File: config.mk
export PLATFORM = sky130hd
export DESIGN_NAME = lcb_top
export DESIGN_NICKNAME = d
export VERILOG_FILES = /design/src/logic/lcb_pkg.sv /design/src/logic/lcb_pixel_mem.sv /design/src/logic/lcb_top.sv
export SDC_FILE = /design/constraint.sdc
export NUM_CORES = 1
export LEC_CHECK = 0
export BUFFER_PORTS_ARGS = -buffer_cell sky130_fd_sc_hd__buf_2
export CAP_MARGIN = 10
export CORE_MARGIN = 1.5
export CORE_UTILIZATION = 47
export CTS_CLUSTER_DIAMETER = 120
export DETAILED_ROUTE_END_ITERATION = 10
export PLACE_DENSITY = 0.76
export SYNTH_ARGS = -nofsm -noshare
export SYNTH_HDL_FRONTEND = slang
export SYNTH_HIERARCHICAL = 1
export SYNTH_SLANG_ARGS = --single-unit
export TNS_END_PERCENT = 10
File: constraint.sdc
create_clock -name clk -period 5.85 [get_ports clk]
set_input_delay 0.585 -clock clk [delete_from_list [all_inputs] [get_ports clk]]
set_output_delay 0.585 -clock clk [all_outputs]
set_load 0.03 [all_outputs]
File: src/logic/lcb_pkg.sv
// Package for the LCD clock, segment and bias control block.
// Assumes a single 50 MHz clock and a plain address/strobe register port.
package lcb_pkg;

    localparam int ADDR_W = 6;
    localparam int DATA_W = 8;
    localparam int SEG_BANKS = 6;
    localparam int DATA_BANKS = 24;

    // Register offsets
    localparam logic [5:0] OFS_DRV_CTRL = 6'h00;
    localparam logic [5:0] OFS_PHASE_PS = 6'h01;
    localparam logic [5:0] OFS_LADDER = 6'h02;
    localparam logic [5:0] OFS_CONTRAST = 6'h03;
    localparam logic [5:0] OFS_SEG_BASE = 6'h08;
    localparam logic [5:0] OFS_DATA_BASE = 6'h20;

    // Field positions
    localparam int CTRL_EN_BIT = 7;
    localparam int CTRL_SLEEPOFF_BIT = 6;
    localparam int CTRL_CS_LSB = 2;
    localparam int PS_HALF_BIT = 6;
    localparam int PS_ACTIVE_BIT = 5;
    localparam int PS_LP_LSB = 0;
    localparam int LAD_PWR_LSB = 0;

    // Reset values
    localparam logic [7:0] RST_DRV_CTRL = 8'h03;
    localparam logic [7:0] RST_PHASE_PS = 8'h03;
    localparam logic [7:0] RST_ZERO = 8'h00;

    localparam int SYS_DIV = 256;
    localparam logic [7:0] SYS_DIV_LAST = 8'(SYS_DIV - 1);

    typedef enum logic [1:0] {
        LCB_SRC_SYS = 2'b00,
        LCB_SRC_XTAL = 2'b01,
        LCB_SRC_LFINT = 2'b10
    } lcb_src_e;

    typedef enum logic [1:0] {
        LCB_PWR_OFF = 2'b00,
        LCB_PWR_LOW = 2'b01,
        LCB_PWR_MED = 2'b10,
        LCB_PWR_HIGH = 2'b11
    } lcb_pwr_e;

    typedef struct packed {
        logic [ADDR_W-1:0] addr;
        logic [DATA_W-1:0] wdata;
        logic wr;
        logic rd;
    } lcb_req_s;

    typedef struct packed {
        lcb_pwr_e power;
        logic tapsOn;
        logic halfBypass;
        logic [6:0] contrastShort;
        logic contrastOn;
    } lcb_bias_s;

endpackage : lcb_pkg

File: src/logic/lcb_pixel_mem.sv
// Pixel data store, 24 banks of eight bits.
// Assumes writes and reads in the same clock domain; read data are registered.
`timescale 1ns/1ps
module lcb_pixel_mem
    import lcb_pkg::*;
(
    input wire logic clk,
    input wire logic we,
    input wire logic [4:0] waddr,
    input wire logic [7:0] wdata,
    input wire logic [4:0] raddr,
    output logic [7:0] rdata,
    output logic [DATA_BANKS*8-1:0] allBits
);
    logic [7:0] mem [DATA_BANKS];

    // Pixel data have no reset value; glass waits for software to fill them
    always_ff @(posedge clk) begin
        if (we) begin
            mem[waddr] <= wdata;
        end
        rdata <= (raddr < 5'(DATA_BANKS)) ? mem[raddr] : 8'h00;
    end

    always_comb begin
        for (int i = 0; i < DATA_BANKS; i++) begin
            allBits[i*8 +: 8] = mem[i];
        end
    end
endmodule : lcb_pixel_mem

File: src/logic/lcb_top.sv
// LCD clock source select, frame prescaler, segment enables, pixel data and bias control.
// Assumes clk at 50 MHz, srst synchronous, crystal and 31 kHz clocks arriving as pins.
//
// Implementation choices: strobed register access and the register addresses.
`timescale 1ns/1ps
module lcb_top
    import lcb_pkg::*;
(
    input wire logic clk,
    input wire logic srst,
    input wire lcb_req_s req,
    output logic [DATA_W-1:0] rdata,
    input wire logic cpuSleep,
    input wire logic timerCrystalOscillator,
    input wire logic lowFreqInternalOsc,
    output logic frameTick,
    output logic driverActiveFlag,
    output logic [SEG_BANKS*8-1:0] segmentPinSelect,
    output logic [DATA_BANKS*8-1:0] pixelOnBit,
    output lcb_bias_s bias,
    output logic [2:0] externalBiasPinsEn
);

    ////////////////////////////////////////////////////////////////////////////
    // State
    typedef struct packed {
        logic [7:0] drvCtrl;
        logic [7:0] phasePs;
        logic [7:0] ladder;
        logic [2:0] contrast;
        logic [2:0] extPins;
        logic [SEG_BANKS*8-1:0] segSel;
        logic [2:0] xtalSync;
        logic [2:0] lfSync;
        logic xtalLevel;
        logic lfLevel;
        logic [7:0] sysDiv;
        logic [3:0] presc;
        logic tick;
        logic rdFromMem;
        logic [7:0] rdReg;
    } lcb_state_s;

    lcb_state_s s_q;
    lcb_state_s s_d;

    logic [7:0] memRdata;
    logic memWe;
    logic [4:0] memWaddr;
    logic srcEdge;
    lcb_src_e srcSel;
    logic active;

    // Bank index relative to a base offset
    function automatic logic [5:0] bankIdx(input logic [5:0] a, input logic [5:0] base);
        bankIdx = a - base;
    endfunction : bankIdx

    function automatic logic inRange(input logic [5:0] a, input logic [5:0] base, input int n);
        inRange = (a >= base) && (a < base + 6'(n));
    endfunction : inRange

    ////////////////////////////////////////////////////////////////////////////
    // Source decode and active flag
    always_comb begin
        unique case (s_q.drvCtrl[CTRL_CS_LSB +: 2])
            2'b00: srcSel = LCB_SRC_SYS;
            2'b01: srcSel = LCB_SRC_XTAL;
            default: srcSel = LCB_SRC_LFINT;
        endcase
    end

    // Sleep only stops the system divided source or a sleep-off setting
    always_comb begin
        active = s_q.drvCtrl[CTRL_EN_BIT]
            && !(cpuSleep && (s_q.drvCtrl[CTRL_SLEEPOFF_BIT] || srcSel == LCB_SRC_SYS));
    end

    always_comb begin
        unique case (srcSel)
            LCB_SRC_SYS: srcEdge = (s_q.sysDiv == SYS_DIV_LAST);
            LCB_SRC_XTAL: srcEdge = (s_q.xtalLevel ^ s_q.xtalSync[1])
                && (s_q.xtalSync[1] == s_q.xtalSync[2]) && s_q.xtalSync[1];
            default: srcEdge = (s_q.lfSync[1] == s_q.lfSync[2]) && s_q.lfSync[1] && !s_q.lfLevel;
        endcase
    end

    ////////////////////////////////////////////////////////////////////////////
    // Next state
    always_comb begin
        s_d = s_q;
        s_d.tick = 1'b0;
        s_d.rdFromMem = 1'b0;
        s_d.rdReg = 8'h00;
        // Pins pass three flops; level accepted when last two agree
        s_d.xtalSync = {s_q.xtalSync[1:0], timerCrystalOscillator};
        s_d.lfSync = {s_q.lfSync[1:0], lowFreqInternalOsc};
        if (s_q.xtalSync[1] == s_q.xtalSync[2]) begin
            s_d.xtalLevel = s_q.xtalSync[1];
        end
        if (s_q.lfSync[1] == s_q.lfSync[2]) begin
            s_d.lfLevel = s_q.lfSync[1];
        end
        s_d.sysDiv = s_q.sysDiv + 8'h01;

        // Prescaler runs only while the driver is active
        if (!active) begin
            s_d.presc = 4'h0;
        end else if (srcEdge) begin
            if (s_q.presc >= s_q.phasePs[PS_LP_LSB +: 4]) begin
                s_d.presc = 4'h0;
                s_d.tick = 1'b1;
            end else begin
                s_d.presc = s_q.presc + 4'h1;
            end
        end

        if (req.wr) begin
            if (req.addr == OFS_DRV_CTRL) begin
                s_d.drvCtrl = req.wdata & 8'hCF;
            end else if (req.addr == OFS_PHASE_PS) begin
                // Active and write-allow bits are status only
                s_d.phasePs = req.wdata & 8'hCF;
            end else if (req.addr == OFS_LADDER) begin
                s_d.ladder = {req.wdata[7:1], 1'b0};
                s_d.extPins = req.wdata[3:1];
            end else if (req.addr == OFS_CONTRAST) begin
                s_d.contrast = req.wdata[2:0];
            end else if (inRange(req.addr, OFS_SEG_BASE, SEG_BANKS)) begin
                s_d.segSel[3'(bankIdx(req.addr, OFS_SEG_BASE))*8 +: 8] = req.wdata;
            end
        end

        if (req.rd) begin
            if (req.addr == OFS_DRV_CTRL) begin
                s_d.rdReg = s_q.drvCtrl;
            end else if (req.addr == OFS_PHASE_PS) begin
                s_d.rdReg = s_q.phasePs;
                s_d.rdReg[PS_ACTIVE_BIT] = active;
            end else if (req.addr == OFS_LADDER) begin
                s_d.rdReg = {s_q.ladder[7:4], s_q.extPins, 1'b0};
            end else if (req.addr == OFS_CONTRAST) begin
                s_d.rdReg = {5'h00, s_q.contrast};
            end else if (inRange(req.addr, OFS_SEG_BASE, SEG_BANKS)) begin
                s_d.rdReg = s_q.segSel[3'(bankIdx(req.addr, OFS_SEG_BASE))*8 +: 8];
            end else if (inRange(req.addr, OFS_DATA_BASE, DATA_BANKS)) begin
                s_d.rdFromMem = 1'b1;
            end
        end
    end

    always_ff @(posedge clk) begin
        if (srst) begin
            s_q <= '0;
            s_q.drvCtrl <= RST_DRV_CTRL;
            s_q.phasePs <= RST_PHASE_PS;
            s_q.ladder <= RST_ZERO;
        end else begin
            s_q <= s_d;
        end
    end

    ////////////////////////////////////////////////////////////////////////////
    // Pixel store
    assign memWe = req.wr && inRange(req.addr, OFS_DATA_BASE, DATA_BANKS);
    assign memWaddr = 5'(bankIdx(req.addr, OFS_DATA_BASE));

    lcb_pixel_mem u_mem (
        .clk(clk),
        .we(memWe),
        .waddr(memWaddr),
        .wdata(req.wdata),
        .raddr(5'(bankIdx(req.addr, OFS_DATA_BASE))),
        .rdata(memRdata),
        .allBits(pixelOnBit)
    );

    ////////////////////////////////////////////////////////////////////////////
    // Outputs
    assign rdata = s_q.rdFromMem ? memRdata : s_q.rdReg;
    assign frameTick = s_q.tick;
    assign driverActiveFlag = active;
    assign segmentPinSelect = s_q.segSel;
    // External pins controlled independently of the internal ladder
    assign externalBiasPinsEn = s_q.extPins;

    always_comb begin
        bias.power = active ? lcb_pwr_e'(s_q.ladder[5:4]) : LCB_PWR_OFF;
        bias.tapsOn = (bias.power != LCB_PWR_OFF);
        // Three-resistor ladder; middle shorted in half bias
        bias.halfBypass = s_q.phasePs[PS_HALF_BIT];
        bias.contrastOn = active;
        // Thermometer: k segments of seven left in circuit
        for (int i = 0; i < 7; i++) begin
            bias.contrastShort[i] = (3'(i) >= s_q.contrast);
        end
    end

endmodule : lcb_top

# Yosys cells after proc, flatten, opt, wreduce, memory -nomap -nowiden

Memory sizes are Yosys's and may differ from the RTL's. A register that Yosys moved wholly into a read port is not among the register bits.
Index checks and enable logic that the tools add are counted.

Add/sub/neg operators: 5
Multipliers: 0
Divide/modulo/power cells: 0
Order comparisons: 13
Equality and inequality tests: 8
Shifts and indexed selects: 3
Mux-type cells: 15
Bitwise logic cells: 8
Reductions and logical operators: 28

Operator list:

| cell                                                                                 | count |
|---|---|
| 48-bit bitwise mux                                                                   | 1 |
| 8-bit 2-to-1 mux                                                                     | 6 |
| 8-bit by 34-bit variable shift with 48-bit output (first input constant)             | 1 |
| 48-bit by 7-bit variable part select with 8-bit output                               | 1 |
| 8-bit by 34-bit variable part select with 48-bit output                              | 1 |
| 6-bit negator with 34-bit output                                                     | 1 |
| 6-bit by 2-bit equality test with 1-bit output (second input constant)               | 2 |
| 3-bit greater-or-equal comparator (first input constant)                             | 3 |
| 1-bit logical AND                                                                    | 9 |
| 8-bit by 1-bit adder with 8-bit output (second input constant)                       | 1 |
| 8-bit equality test (second input constant)                                          | 1 |
| 1-bit NOT                                                                            | 7 |
| 7-bit OR reduction                                                                   | 1 |
| 6-bit by 1-bit equality test with 1-bit output (second input constant)               | 1 |
| 1-bit by 3-bit greater-or-equal comparator with 1-bit output (first input constant)  | 2 |
| 2-bit by 3-bit greater-or-equal comparator with 1-bit output (first input constant)  | 2 |
| 6-bit by 4-bit greater-or-equal comparator with 1-bit output (second input constant) | 1 |
| 6-bit greater-or-equal comparator (second input constant)                            | 1 |
| 6-bit logical NOT                                                                    | 1 |
| 6-bit by 4-bit less-than comparator with 1-bit output (second input constant)        | 1 |
| 6-bit less-than comparator (second input constant)                                   | 1 |
| 6-bit AND reduction                                                                  | 1 |
| 3-bit OR reduction                                                                   | 2 |
| 5-bit less-than comparator (second input constant)                                   | 1 |
| 22 further kinds                                                                     | 31 |

Register bits: 103
Bits in latches: 0
Memory bits (writable): 192
ROM bits: 0
Input port bits: 21
Memories kept: 1

Memory list:

| memory    | depth | width | rd ports | clocked after memory_dff | wr ports | line                | text |
|---|---|---|---|---|---|---|---|
| u_mem.mem | 24    | 8     | 25       | 1                        | 1        | lcb_pixel_mem.sv:15 | `logic [7:0] mem [DATA_BANKS];` |

# Depth between registers and ports, before layout

Gate-level depths: netlist of the first run.

Depth in word-level cells: 9
Mapped depth: 10

# Modules after synthesis

Netlist of the first run, hierarchy kept.

By module, submodules not included:

| module        | instances | cells an instance | area each (um2) | seq. area each (um2) |
|---|---|---|---|---|
| lcb_pixel_mem | 1         | 422               | 7852.5          | 5925.7 |
| lcb_top       | 1         | 545               | 5088.6          | 2001.9 |

# Worst setup path after synthesis of the first run

No wires, ideal clock.

Path type: in2reg
Start point: input port req[11] in the netlist's numbering
End point: register s_q (netlist bit segmentPinSelect[10])
Arrival time: 2.701 ns
Setup slack: 3.022 ns
Cell stages on the path: 10
Path buffers: 3
Path through: clkbuf_1 clkbuf_1 inv_1 ha_1 ha_1 nand4_4 or3b_1 buf_2 mux2i_1 nor2_1

Longest elaborated chain between the ends: 4
Elaborated cells between the ends (all ways): 17

Ends and longest elaborated chain:

| what                                                                                                                                | line           | text |
|---|---|---|
| start, declared                                                                                                                     | lcb_top.sv:11  | `input wire lcb_req_s req,` |
| 3-bit by 1-bit subtractor with 3-bit output                                                                                         | lcb_top.sv:56  | `bankIdx = a - base;` |
| 6-bit negator with 34-bit output                                                                                                    | lcb_top.sv:130 | `s_d.segSel[3'(bankIdx(req.addr, OFS_SEG_BASE))*8 +: 8] = req.wdata;` |
| 8-bit by 34-bit variable part select with 48-bit output / 8-bit by 34-bit variable shift with 48-bit output (equally long branches) | lcb_top.sv:130 |  |
| 48-bit bitwise mux                                                                                                                  | lcb_top.sv:130 |  |
| end, declared                                                                                                                       | lcb_top.sv:44  | `lcb_state_s s_q;` |

Parallel ways exist; a longest one is shown, timed or not.
A chain may end at the register's enable or synchronous reset.

# Worst setup path after layout of the first run

Start point: input port req[10] in the netlist's numbering
End point: register s_q (netlist bit segmentPinSelect[12])

Same word-level chain as after synthesis.

==> results summary, run 1 <==
The run finished with clean final reports. At the pin with the least slew margin, the transition time is 0.949 ns. The cell area reported after detailed placement is 14200 um^2. The share of power burned in combinational logic is 5.5%. The net switching power of the design is 983 uW. The share of Yosys cell area claimed by the top area cell type came out at 44.6%. The Yosys step of the flow raised 6 warnings. In this run the horizontal extent of the chip is 169 um. In this run the clock root is driven by a sky130_fd_sc_hd__clkbuf_16.

Counting the fill cells in the layout gives 2145. At the later pin of the worst-skew pair, clock insertion delay measures 0.55 ns. The final critical delay including setup and external delays is 3.04 ns.

For this design, the sink count on the clock tree is 300. After layout, the design draws a total of 4520 uW. The CTS clock-pin slew for the worst setup and hold paths is 0.06 ns. The maximum number of pins on one net before global-route repair came out at 78. Once detailed placement completed, the half-perimeter wirelength came to 26100 um.

Measured in cells, the most critical reg-to-reg path has a length of 6. Net switching is 21.7% of the power. sky130_fd_sc_hd__edfxtp_1 is the most common cell in the netlist. After routing, the total negative slack on setup checks comes to 0 ns.

The overall die height is 169 um. In this run the most critical hold path is launched from timerCrystalOscillator. The initial core utilization came out at 48.0%. After detailed routing, the number of remaining DRC violations is 0. The placed cell count came out at 1501. The number of different library cells in the post-synthesis netlist is 61. Compared with the post-synthesis result, the final layout area differs by 17.5%. The synthesized netlist cell count came out at 967. The number of global-route vias before repair came to 8509. In the final routed layout, each cell accounts on average for 24.0 um. In the synthesized netlist, the cells that appear most often are 192 x sky130_fd_sc_hd__edfxtp_1, 129 x sky130_fd_sc_hd__mux2i_1, 108 x sky130_fd_sc_hd__dfxtp_1. Ranked by total cell area, the synthesized netlist is headed by sky130_fd_sc_hd__edfxtp_1 45%, sky130_fd_sc_hd__dfxtp_1 17%, sky130_fd_sc_hd__mux2i_1 10%, sky130_fd_sc_hd__buf_4 3.1%, sky130_fd_sc_hd__nor2_1 3.0%. The final count of pins violating max slew is 0. The fraction of the cycle the final worst path needs came out at 51.9%. The leakage power figure is 0.00622 uW. The total CTS buffers is 30.

TritonCTS built the clock tree. The worst hold-check slack is 0.247 ns. The number of buffers inserted for hold repair after clock tree synthesis came out at 0. The global-route wire length before repair is 54000 um.

The number of antenna-violating nets in the routed design is 0. Cell internal power was estimated by the tool at 3540 uW. The synthesized area per cell came out at 13.4 um^2.

The post-synthesis async set-or-reset flop share came out at 0%. Counting flops with a built-in enable in the synthesized netlist gives 192. The area of the core region is 27000 um^2. The worst reg-to-reg setup slack came out at 3.71 ns.

The number of nets at the end of the flow came out at 1226. The worst register-to-register path begins at s_q[92]. The congestion estimate from routability-driven global placement came to 0.887. The total power per unit cell area is 297 nW/um^2. The final number of hold-violating endpoints is 0.

In this run the critical register-to-register path is captured at s_q[12]. The endpoint required time on the critical path came out at 6.25 ns. The final standard cell area without fillers came out at 15200 um^2. The number of flip-flops and latches in the synthesized netlist is 300. The global-route usage over all layers came out at 25.4%. The synthesized net count came out at 1001. Derived from the worst setup path, the maximum achievable clock frequency is 329 MHz.

STA puts the critical path data arrival time at 3.44 ns. The initialized floorplan defines 60 standard-cell rows. The number of DRC violations after detailed-routing iteration 0 is 992. The overall via count from detail_route came out at 9048. The number of H-tree branching levels came out at 1. The kind of path behind the tightest hold check is in -> reg.

Clock skew on the completed layout was measured at 0.0147 ns. The synthesized cell area came out at 12900 um^2. The worst setup path is launched from an input port. The type of destination of the critical path is a register. The longest clock path from root to sink contains 3 buffers. The worst hold path terminates at s_d[28].

Of all cell types, the one taking the most synthesized area is sky130_fd_sc_hd__edfxtp_1. Setup repair after global routing left no endpoint under its margin. The number of setup buffers added after CTS came out at 0. In the synthesized netlist the dominant register cell turns out to be sky130_fd_sc_hd__edfxtp_1. The portion of the post-synthesis area used by sequential elements came out at 61.3%.

The via density per instance came out at 5.81. The total grt overflow came out at 0. The final count of negative-setup-slack endpoints is 0. The count of non-filler cells in the finished layout is 1558. For this run, the detailed router's first-pass iteration total came to 7.

The die footprint is 28500 um^2. The maximum net fanout on the critical path came out at 66. The post-cts sizing count came out at 0.

The part of the power in registers came out at 50.5%. The initial antenna violation count is 1. The max-cap violation count came out at 0.

The critical path in this run is classified as in -> reg. The count of port buffers added during placement came out at 285. The hold-critical path depth is 2. The largest vdd supply drop is 0.253 mV. Measured against its own limit, the worst slew margin works out to 36.5%. The fraction of final layout cells sized beyond drive strength 1 is 30.7%. The number of ports placed on the die boundary came out at 286. The wire length after detailed routing is 37300 um. The relative contribution of the clock network to total power came out at 44.0%.
## worst max-delay path: stages
cell                      delay (ns)
sky130_fd_sc_hd__buf_6          0.53
sky130_fd_sc_hd__inv_1          0.21
sky130_fd_sc_hd__ha_1           0.43
sky130_fd_sc_hd__ha_1           0.47
sky130_fd_sc_hd__nand4_4        0.18
sky130_fd_sc_hd__or3b_1         0.64
sky130_fd_sc_hd__mux2i_1        0.28
sky130_fd_sc_hd__nor2_1         0.06
## cell families (layout without fill, tap and decap cells)
family                     count (synthesis)  count (layout)  share of synthesized area (%)
DFF                                      300             300                           61.3
adders and majority gates                 13              13                           1.26
and+or+nand+nor                          258             258                           10.1
buffers and inverters                    114             363                           5.75
other                                      0               1                              0
xor gates and xnor gates                   6               6                          0.406
AOI/OAI and AO/OA                        116             116                           6.48
muxes                                    160             160                           14.8
## layout make-up
class / instances / area, um^2 / share of cell area (%)
clock inverters: 12 / 179 / 1.18
flip-flops and latches: 300 / 7930 / 52.1
clock buffers: 44 / 855 / 5.62
well taps: 341 / 427 / 2.81
diodes: 1 / 2.50 / 0.0165
inverters: 14 / 52.6 / 0.346
repair buffers: 293 / 1490 / 9.82
multi-input cells: 553 / 4270 / 28.1
## worst max-delay path by stage
stage               slack [ns]  startpoint  depth (start not counted)                   end
floorplan                 3.02     req[11]                         10  segmentPinSelect[10]
global placement          2.38     req[10]                          8  segmentPinSelect[14]
detailed placement        2.29     req[10]                          8  segmentPinSelect[12]
CTS                       2.85     req[10]                          8  segmentPinSelect[12]
global route              2.63     req[10]                          8  segmentPinSelect[12]
finish                    2.81     req[10]                          8  segmentPinSelect[12]
## power groups by stage
stage / combinational [uW] / sequential (uW) / clock, uW
finish: 248 / 2280 / 1990
detailed placement: 245 / 2330 / 0
floorplan: 145 / 2330 / 0
global route: 263 / 2280 / 2090
CTS: 246 / 2280 / 2010
global placement: 241 / 2330 / 0
## layout by cell type (no fill, tap or decap), types with 15 or more instances in the layout
master	instances
sky130_fd_sc_hd__dfxtp_1	108
sky130_fd_sc_hd__nand3_1	36
sky130_fd_sc_hd__edfxtp_1	192
sky130_fd_sc_hd__nand2_1	35
sky130_fd_sc_hd__a22oi_1	24
sky130_fd_sc_hd__nand2b_1	15
sky130_fd_sc_hd__clkbuf_16	31
sky130_fd_sc_hd__buf_2	284
sky130_fd_sc_hd__a21oi_1	22
sky130_fd_sc_hd__mux2i_1	129
sky130_fd_sc_hd__nor2_1	104
sky130_fd_sc_hd__a22o_1	15
sky130_fd_sc_hd__o21ai_0	15
## metal layers
metal	GRT usage (%)	wire, um	vias to the layer above
li1	-	-	4006
met1	34.3	15100	4441
met2	41.8	17700	536
met3	4.82	3550	65
met4	7.53	1030	0
met5	0	0	-
## registers in the layout (all words and copies together), names as in the netlist
name / count
s_q: 44
u_mem/rdata: 8
externalBiasPinsEn: 2
frameTick: 1
segmentPinSelect: 48
u_mem/mem: 192
s_d: 4
bias: 1
## through the flow
| step | worst slack [ns] | utilization (%) |
|---|---|---|
| after global routing | 2.63 | 56.4 |
| after detailed placement | 2.29 | 52.6 |
| after CTS | 2.85 | 56.4 |
| after floorplan | 3.02 | - |
| after global placement | 2.38 | 52.6 |
| final | 2.81 | 56.4 |
Note: power is estimated with default switching activity, not from simulation.
==> run 2: changes to the inputs <==
--- a/config.mk
+++ b/config.mk
@@ -5,13 +5,14 @@
 export SDC_FILE = /design/constraint.sdc
 export NUM_CORES = 1
 export LEC_CHECK = 0
+export ABC_AREA = 1
 export BUFFER_PORTS_ARGS = -buffer_cell sky130_fd_sc_hd__buf_2
 export CAP_MARGIN = 10
 export CORE_MARGIN = 1.5
 export CORE_UTILIZATION = 47
 export CTS_CLUSTER_DIAMETER = 120
 export DETAILED_ROUTE_END_ITERATION = 10
-export PLACE_DENSITY = 0.76
+export PLACE_DENSITY = 0.75
 export SYNTH_ARGS = -nofsm -noshare
 export SYNTH_HDL_FRONTEND = slang
 export SYNTH_HIERARCHICAL = 1
==> constraint.sdc (replaced) <==
create_clock -name clk -period 2.83 [get_ports clk]
set_input_delay 0.283 -clock clk [delete_from_list [all_inputs] [get_ports clk]]
set_output_delay 0.283 -clock clk [all_outputs]
set_load 0.03 [all_outputs]
==> run 2 against run 1 <==
Net effect:
- power rose by 110%
- critical path type is now reg -> out
- synthesized area increased by 5.3%
- highest routed layer is now met5
- first-iteration DRC count up 33%
==> results summary, run 2 <==
The initial core utilization was 47.6% (-0.40 points). The number of flip-flops in the largest register is 192 (unchanged). The data arrival time of the critical path is 1.93 ns (-1.51 ns). The leakage power figure came to 0.00713 uW (+15%).

The synthesized cell area came out at 13600 um^2 (+5.3%). The library cell used most frequently in the layout, excluding fill and tap cells, is sky130_fd_sc_hd__buf_2. The synthesized area per cell was 9.11 um^2 (-32%). The largest vdd supply drop is 0.448 mV (+77%).

The final number of hold-violating endpoints is 0 (unchanged). The count of unresolved DRC violations after routing came to 0 (unchanged). The fraction of final layout cells sized beyond drive strength 1 is 23.4% (-7.3 points). The number of DRC violations after detailed-routing iteration 0 came out at 1316 (+33%).

The number of nets at the end of the flow is 1775 (+45%). The post-synthesis async set-or-reset flop share was 0% (unchanged). The worst-case setup slack after placement is 0.509 ns (-1.78 ns). The number of antenna-violating nets in the routed design came out at 0 (unchanged). The standard-cell row count is 62 (+3.3%). The number of detailed-route iterations in the first pass is 8 (+1).

The proportion of total power due to net switching is 23.2% (+1.5 points). The flow ran to the end, and the final reports show no timing, DRC or antenna violations. The area of the core region is 28600 um^2 (+6.2%).

Ranked by flip-flop count, first place goes to u_mem/mem. The net switching power of the design is 2180 uW (+120%). The post-route setup TNS came out at 0 ns (unchanged).

After synthesis, the cell types taking the most area are sky130_fd_sc_hd__edfxtp_1 42%, sky130_fd_sc_hd__dfxtp_1 16%, sky130_fd_sc_hd__nand2_1 7.7%, sky130_fd_sc_hd__nand3_1 5.8%, sky130_fd_sc_hd__nor2_1 5.6%. The fraction of the cycle the final worst path needs came out at 78.3%. The weighted congestion reported at the end of routability-driven placement was 0.957 (+7.8%). The headroom to the max-slew limit came out at 28.9% (-7.6 points). The routed design could run at a clock period as short as 2.22 ns. The count of port buffers added during placement is 285 (unchanged). The maximum count of clock buffers along a single path came to 3 (unchanged). The endpoint required time on the critical path is 2.55 ns (-3.70 ns).

The via density per instance came out at 5.38 (-7.3%). The part of the power in registers is 50.4% (about the same). The post-route total power is 9380 uW (+110%). The signed area change from the synthesized netlist to the final layout is 18.3%. Setup repair after global routing left no endpoint under its margin. The number of buffers inserted for hold repair after clock tree synthesis is 2 (+2). The number of flip-flops and latches in the synthesized netlist came to 300 (unchanged). The portion of the post-synthesis area used by sequential elements is 58.2% (-3.1 points). The clock network latency to the later pin of the worst-skew pair came out at 0.56 ns (about the same). The final setup skew was 0.0181 ns (+0.00332 ns).

The maximum number of pins on one net before global-route repair is 56 (-28%). The number of ports placed on the die boundary came out at 286 (unchanged). The share of power burned in combinational logic came out at 7.1% (+1.6 points). The number of setup buffers added after CTS came out at 0 (unchanged). The final HPWL from detailed placement is 30400 um (+17%). The final count of negative-setup-slack endpoints is 0 (unchanged).

The internal power consumption came out at 7200 uW (+100%). The relative contribution of the clock network to total power came out at 42.5% (-1.5 points). The synthesized netlist cell count is 1497 (+55%). The mean routed wirelength per cell came out at 19.6 um (-18%).

The total CTS buffers is 31 (+3.3%). The number of flops mapped to enable cells by yosys came out at 192 (unchanged). The slack of the critical path is 0.615 ns (-2.20 ns). In the synthesized netlist the dominant register cell turns out to be sky130_fd_sc_hd__edfxtp_1. The wire length after detailed routing is 42200 um (+13%). The CTS clock-pin slew for the worst setup and hold paths is 0.06 ns (about the same). The overall via count from detail_route came out at 11574 (+28%). STA classifies the critical path endpoint as a primary output.

The share of Yosys cell area claimed by the top area cell type came to 42.3% (-2.3 points). The number of H-tree branching levels is 1 (unchanged). The synthesized net count was 1531 (+53%).

The total of warnings raised by yosys came out at 6 (unchanged). The total power per unit cell area came to 581 nW/um^2 (+96%). The final count of pins violating max slew was 0 (unchanged). The total grt overflow came out at 0 (unchanged). Leaving out fill and tap cells, the most frequent cells in the layout are 284 x sky130_fd_sc_hd__buf_2, 278 x sky130_fd_sc_hd__nand2_1, 203 x sky130_fd_sc_hd__nor2_1. The initial antenna violation count was 3 (+2). Ranked by instance count, the synthesized netlist is headed by 278 x sky130_fd_sc_hd__nand2_1, 203 x sky130_fd_sc_hd__nor2_1, 192 x sky130_fd_sc_hd__edfxtp_1. TritonCTS built the clock tree. STA classifies the critical path startpoint as a register.

The largest total area in the synthesized netlist belongs to sky130_fd_sc_hd__edfxtp_1. The tightest min-delay check is of the in -> reg type. The overall die height is 173 um (+2.6%). The critical path is of the reg -> out type. The max-cap violation count is 0 (unchanged).

sky130_fd_sc_hd__nand2_1 is the most common cell in the netlist. The maximum net fanout on the critical path came out at 5 (-92%). The slew at the pin with the worst max-slew slack is 1.07 ns (+0.116 ns). The number of different library cells in the post-synthesis netlist is 36 (-41%). Based on the critical path, the design can be clocked at up to 451 MHz.

The global-route usage over all layers came out at 27.5% (+2.1 points). The post-cts sizing count is 0 (unchanged). Clock tree synthesis selected as its root buffer the cell sky130_fd_sc_hd__clkbuf_16.

The global-route wire length before repair came out at 63000 um (+17%). The number of clock sinks was 300 (unchanged). The number of global-route vias before repair is 10863 (+28%).

The die extent in x is 173 um (+2.6%). The die footprint is 30000 um^2 (+5.2%).
-- run 2: changes by cell type after synthesis, moves of 42 or more --
cell	delta
sky130_fd_sc_hd__inv_1	+147
sky130_fd_sc_hd__nand2_1	+243
sky130_fd_sc_hd__nor2_1	+99
sky130_fd_sc_hd__a21oi_1	+42
sky130_fd_sc_hd__mux2i_1	-129
sky130_fd_sc_hd__nand3_1	+122
sky130_fd_sc_hd__o21ai_1	+44
sky130_fd_sc_hd__o21ai_0	+58
-- run 2: per-stage QoR --
step | std cells | utilization (%) | hold slack [ns] | cell area, um^2
after detailed placement | 2090 | 52.8 | 0.399 | 15100
after global routing | 2150 | 56.3 | 0.0409 | 16100
after global placement | 2090 | 52.8 | 0.389 | 15100
after floorplan | 1497 | - | 0.382 | 13600
after CTS | 2150 | 56.3 | 0.0105 | 16100
final | 2151 | 56.4 | 0.0321 | 16100
-- run 2: worst paths after layout --
kind / start / to / slack, ns / cells past startpoint
worst max register to register: s_q[14] / s_q[11] / 1.24 / 8
worst max-delay path: s_q[103] / driverActiveFlag / 0.61 / 6
worst min register to register: s_d[28] / s_d[29] / 0.40 / 2
worst min-delay path: req[15] / s_q[8] / 0.03 / 3
-- run 2: area by class of cell --
| cell class | count | area [um^2] |
|---|---|---|
| Antenna cell | 1 | 2.50 |
| Clock buffer | 49 | 928 |
| Clock inverter | 9 | 75.1 |
| Fill cell | 2550 | 12500 |
| Inverter | 179 | 672 |
| Multi-Input combinational cell | 902 | 4280 |
| Sequential cell | 300 | 7930 |
| Tap cell | 384 | 480 |
| Timing Repair Buffer | 327 | 1760 |
-- run 2: cell families (layout without fill, tap and decap cells) --
logic type / after synthesis / after routing / synth area share, %
simple gates: 671 / 671 / 21.3
flops: 300 / 300 / 58.2
buf+inv: 295 / 564 / 10.4
compound gates: 205 / 205 / 7.98
fa+ha+maj: 13 / 13 / 1.19
mux: 8 / 8 / 0.661
xor+xnor: 5 / 5 / 0.321
other cells: 0 / 1 / 0
-- run 2: routing by layer --
layer | up-vias | part of all wire, % | track usage, %
met1 | 5460 | 39 | 35.8
met3 | 101 | 9.2 | 4.43
met5 | - | 0.036 | 0
li1 | 5378 | - | -
met4 | 4 | 3.4 | 9.35
met2 | 631 | 48 | 46.7
-- run 2: worst max-delay path: stages, from the launching register on --
cell and delay (ns):
sky130_fd_sc_hd__dfxtp_1 0.42, sky130_fd_sc_hd__nor2_1 0.08, sky130_fd_sc_hd__or2_2 0.27, sky130_fd_sc_hd__nand2_1 0.06, sky130_fd_sc_hd__nand2_1 0.16, sky130_fd_sc_hd__inv_1 0.18
sky130_fd_sc_hd__buf_2 0.22
-- run 2: power by group through the flow --
stage / sequential (uW) / clock [uW] / combinational [uW]
5_1_grt: 4730 / 4220 / 723
6_report: 4720 / 3990 / 665
2_1_floorplan: 4830 / 0 / 386
3_5_place_dp: 4820 / 0 / 649
4_1_cts: 4720 / 4020 / 655
3_3_place_gp: 4820 / 0 / 638
==> run 3: changes to the inputs <==
--- a/config.mk
+++ b/config.mk
@@ -12,7 +12,7 @@
 export CORE_UTILIZATION = 47
 export CTS_CLUSTER_DIAMETER = 120
 export DETAILED_ROUTE_END_ITERATION = 10
-export PLACE_DENSITY = 0.75
+export PLACE_DENSITY = 0.78
 export SYNTH_ARGS = -nofsm -noshare
 export SYNTH_HDL_FRONTEND = slang
 export SYNTH_HIERARCHICAL = 1
==> constraint.sdc (replaced) <==
create_clock -name clk -period 1.9 [get_ports clk]
set_input_delay 0.19 -clock clk [delete_from_list [all_inputs] [get_ports clk]]
set_output_delay 0.19 -clock clk [all_outputs]
set_load 0.03 [all_outputs]
==> run 3 against run 2 <==
Net effect:
- hold slack worse by 0.017 ns
- critical path depth unchanged
- core utilization is 1.5 points higher
- first-iteration DRC count up 7.5%
- clock power is 56% higher
- power is 53% higher
- clock-buffer cell count down 3
- global-route usage increased by 0.33 points
- setup slack got worse by 0.54 ns
- register-to-register slack got worse by 1.0 ns
- sequential power grew 49%
- die area unchanged
- critical path type unchanged
==> results summary, run 3 (synthesis results as in run 2) <==
The final setup skew is 0.0369 ns (+0.0188 ns). The number of antenna-violating nets in the routed design came out at 0 (unchanged). Traced cell by cell, the critical path runs through nor2_1, or2_4, nand2_2, nand2_4, a21oi_2, buf_6. The endpoint required time on the critical path was 1.71 ns (-0.84 ns). For this run, the top clock speed supported by timing is 549 MHz. The final HPWL from detailed placement is 31400 um (+3.4%). The number of ports placed on the die boundary is 286 (unchanged).

The part of the power in registers came out at 49.1% (-1.3 points). Subtracting the final worst setup slack from the clock period gives 1.82 ns. In the layout the commonest cells are 279 x sky130_fd_sc_hd__buf_2, 276 x sky130_fd_sc_hd__nand2_1, 202 x sky130_fd_sc_hd__nor2_1.

The net switching power of the design came out at 3360 uW (+54%). The critical path in this run is classified as reg -> out. The number of H-tree branching levels came out at 1 (unchanged).

The maximum count of clock buffers along a single path is 3 (unchanged). The global-route usage over all layers came to 27.8% (+0.33 points). The CTS clock-pin slew for the worst setup and hold paths came out at 0.06 ns (about the same). The signed area change from the synthesized netlist to the final layout came out at 21.4%. The number of flip-flops in the largest register is 192 (unchanged). The overall via count from detail_route is 11710 (+1.2%). The max-cap violation count was 0 (unchanged). In this run the critical register-to-register path is launched from s_q[14].

The count of port buffers added during placement is 285 (unchanged). The number of DRC violations after detailed-routing iteration 0 came out at 1415 (+7.5%). TritonCTS built the clock tree. STA classifies the critical path startpoint as a register. The highest cell delay on the worst timing path came to 0.33 ns (-0.09 ns).

The total power per unit cell area is 864 nW/um^2 (+49%). The fraction of the cycle the final worst path needs came out at 95.8%. The most critical setup path has its startpoint at s_q[102]. The fraction of final layout cells sized beyond drive strength 1 came out at 25.0% (+1.7 points).

The count of unresolved DRC violations after routing came out at 0 (unchanged). The endpoint identified for the worst register-to-register timing path is s_q[11]. The headroom to the max-slew limit is 57.7% (+29 points). The final standard cell area without fillers came to 16600 um^2 (+2.6%). The final count of pins violating max slew came out at 0 (unchanged).

The via density per instance came out at 5.37 (-0.26%). The share of power burned in combinational logic came to 7.5% (+0.4 points). The initial core utilization came to 47.6% (unchanged). The maximum number of pins on one net before global-route repair came out at 83 (+48%). The final number of hold-violating endpoints was 0 (unchanged).

The cell area reported after detailed placement was 15400 um^2 (+1.7%). The clock network latency to the later pin of the worst-skew pair came out at 0.59 ns (+0.03 ns). The number of clock sinks is 300 (unchanged). The type of destination of the critical path is a primary output. The initial antenna violation count is 1 (-2).

The slowest cell on the critical path is sky130_fd_sc_hd__dfxtp_2. The total CTS buffers came out at 30 (-3.2%). The largest vdd supply drop came out at 0.815 mV (+82%).

The total grt overflow is 0 (unchanged). The proportion of total power due to net switching was 23.5% (+0.23 points). The maximum net fanout on the critical path came out at 5 (unchanged). The area of the core region came out at 28600 um^2 (unchanged). The data arrival time of the critical path is 1.63 ns (-0.30 ns).

The post-route setup TNS came to 0 ns (unchanged). The global-route wire length before repair was 63500 um (+0.72%). The relative contribution of the clock network to total power is 43.4% (+0.9 points). The worst reg-to-reg setup slack came to 0.24 ns (-1.00 ns). The root buffer selected by CTS is sky130_fd_sc_hd__clkbuf_16. The die footprint is 30000 um^2 (unchanged). The standard-cell row count is 62 (unchanged). The weighted congestion reported at the end of routability-driven placement came out at 0.999 (+4.4%).

The largest register by flop count is u_mem/mem. The total of fill cells in the finished design is 2490 (-2.4%). The depth of the worst register-to-register path is 8 (unchanged). The slew at the pin with the worst max-slew slack came out at 0.634 ns (-0.431 ns). The number of detailed-route iterations in the first pass is 5 (-3). The overall die height came out at 173 um (unchanged). The number of cells on the critical path was 6 (unchanged). The share of the core filled with cells came to 57.8% (+1.5 points). The wire length after detailed routing is 43100 um (+2.0%). The die extent in x came out at 173 um (unchanged). The library cell used most frequently in the layout, excluding fill and tap cells, is sky130_fd_sc_hd__buf_2.

The mean routed wirelength per cell is 19.7 um (+0.55%). The internal power consumption came out at 10900 uW (+52%). The number of global-route vias before repair came out at 10838 (-0.23%). The final count of negative-setup-slack endpoints is 0 (unchanged). The number of buffers and inverters on the critical path came out at 1 (-1). Setup repair after global routing left no endpoint under its margin. The run finished with clean final reports. The number of nets at the end of the flow is 1807 (+1.8%). The leakage power figure is 0.00733 uW (+2.9%). In this design, the largest share of critical-path delay is due to simple AND/OR/NAND/NOR gates. The most critical setup path has its endpoint at bias[9]. The path class of the tightest hold or removal check is in -> reg.
## run 3: cell types whose count changed in the layout (fill, tap and decap cells not counted), moves of 4 or more
| cell | previous run | this run |
|---|---|---|
| sky130_fd_sc_hd__clkinv_2 | 4 | 0 |
| sky130_fd_sc_hd__clkbuf_8 | 4 | 8 |
| sky130_fd_sc_hd__dlygate4sd3_1 | 2 | 8 |
| sky130_fd_sc_hd__buf_2 | 284 | 279 |
| sky130_fd_sc_hd__buf_4 | 40 | 66 |
| sky130_fd_sc_hd__buf_12 | 1 | 6 |
## run 3: worst min path at each step
stage | from | endpoint | slack (ns) | cells past startpoint
floorplan | req[2] | u_mem/mem[0][0] | 0.29 | 0
global placement | timerCrystalOscillator | s_d[28] | 0.39 | 3
detailed placement | s_d[25] | s_d[26] | 0.40 | 2
CTS | req[2] | s_q[81] | 0.003 | 3
global route | req[3] | s_q[93] | 0.04 | 3
finish | req[2] | s_q[81] | 0.02 | 3
## run 3: power by group through the flow
stage	clock, uW	combinational (uW)	sequential (uW)
5_1_grt	6530	1150	7030
2_1_floorplan	0	575	7200
3_3_place_gp	0	1010	7170
3_5_place_dp	0	1030	7170
4_1_cts	6280	1050	7030
6_report	6210	1070	7030
## run 3: per-stage QoR
| step | std cells | total power (uW) | setup WS, ns | hold slack (ns) |
|---|---|---|---|---|
| 2_1_floorplan | 1497 | 7770 | 0.00110 | 0.289 |
| 3_3_place_gp | 2115 | 8180 | 0.0848 | 0.390 |
| 3_5_place_dp | 2115 | 8200 | 0.0523 | 0.397 |
| 4_1_cts | 2181 | 14400 | 0.0168 | 0.00340 |
| 5_1_grt | 2181 | 14700 | 0.00291 | 0.0385 |
| 6_report | 2182 | 14300 | 0.0791 | 0.0151 |
## run 3: layer usage
layer	vias to the layer above	track usage, %	part of all wire [%]
li1	5431	-	-
met4	2	9.28	3.5
met5	-	0	0.026
met3	92	5.00	8.8
met1	5544	36.4	40
met2	641	46.8	48
## run 3: worst reg2reg max path, stage by stage (launching register included)
cell and delay, ns:
sky130_fd_sc_hd__dfxtp_1 0.35, sky130_fd_sc_hd__ha_1 0.21, sky130_fd_sc_hd__nand3_1 0.13, sky130_fd_sc_hd__nor2_1 0.20, sky130_fd_sc_hd__nand4_1 0.21, sky130_fd_sc_hd__nand3_1 0.23, sky130_fd_sc_hd__o21ai_0 0.13, sky130_fd_sc_hd__inv_1 0.06
sky130_fd_sc_hd__nor2_1 0.04
## run 3: cell type report
type / instances / area [um^2] / share of cell area [%]
inverters: 179 / 672 / 4.06
well taps: 384 / 480 / 2.90
clock inverters: 10 / 166 / 1.01
clock buffers: 46 / 891 / 5.38
repair buffers: 360 / 2100 / 12.7
diodes: 1 / 2.50 / 0.0151
flip-flops and latches: 300 / 7930 / 47.9
multi-input cells: 902 / 4300 / 26.0
## run 3: timing repair
item,4_1_cts,5_1_grt
endpoints found under the hold margin,17,0
setup endpoints to repair,5,6
hold buffers,8,0
buffers inserted,2,0
resized for setup,8,13
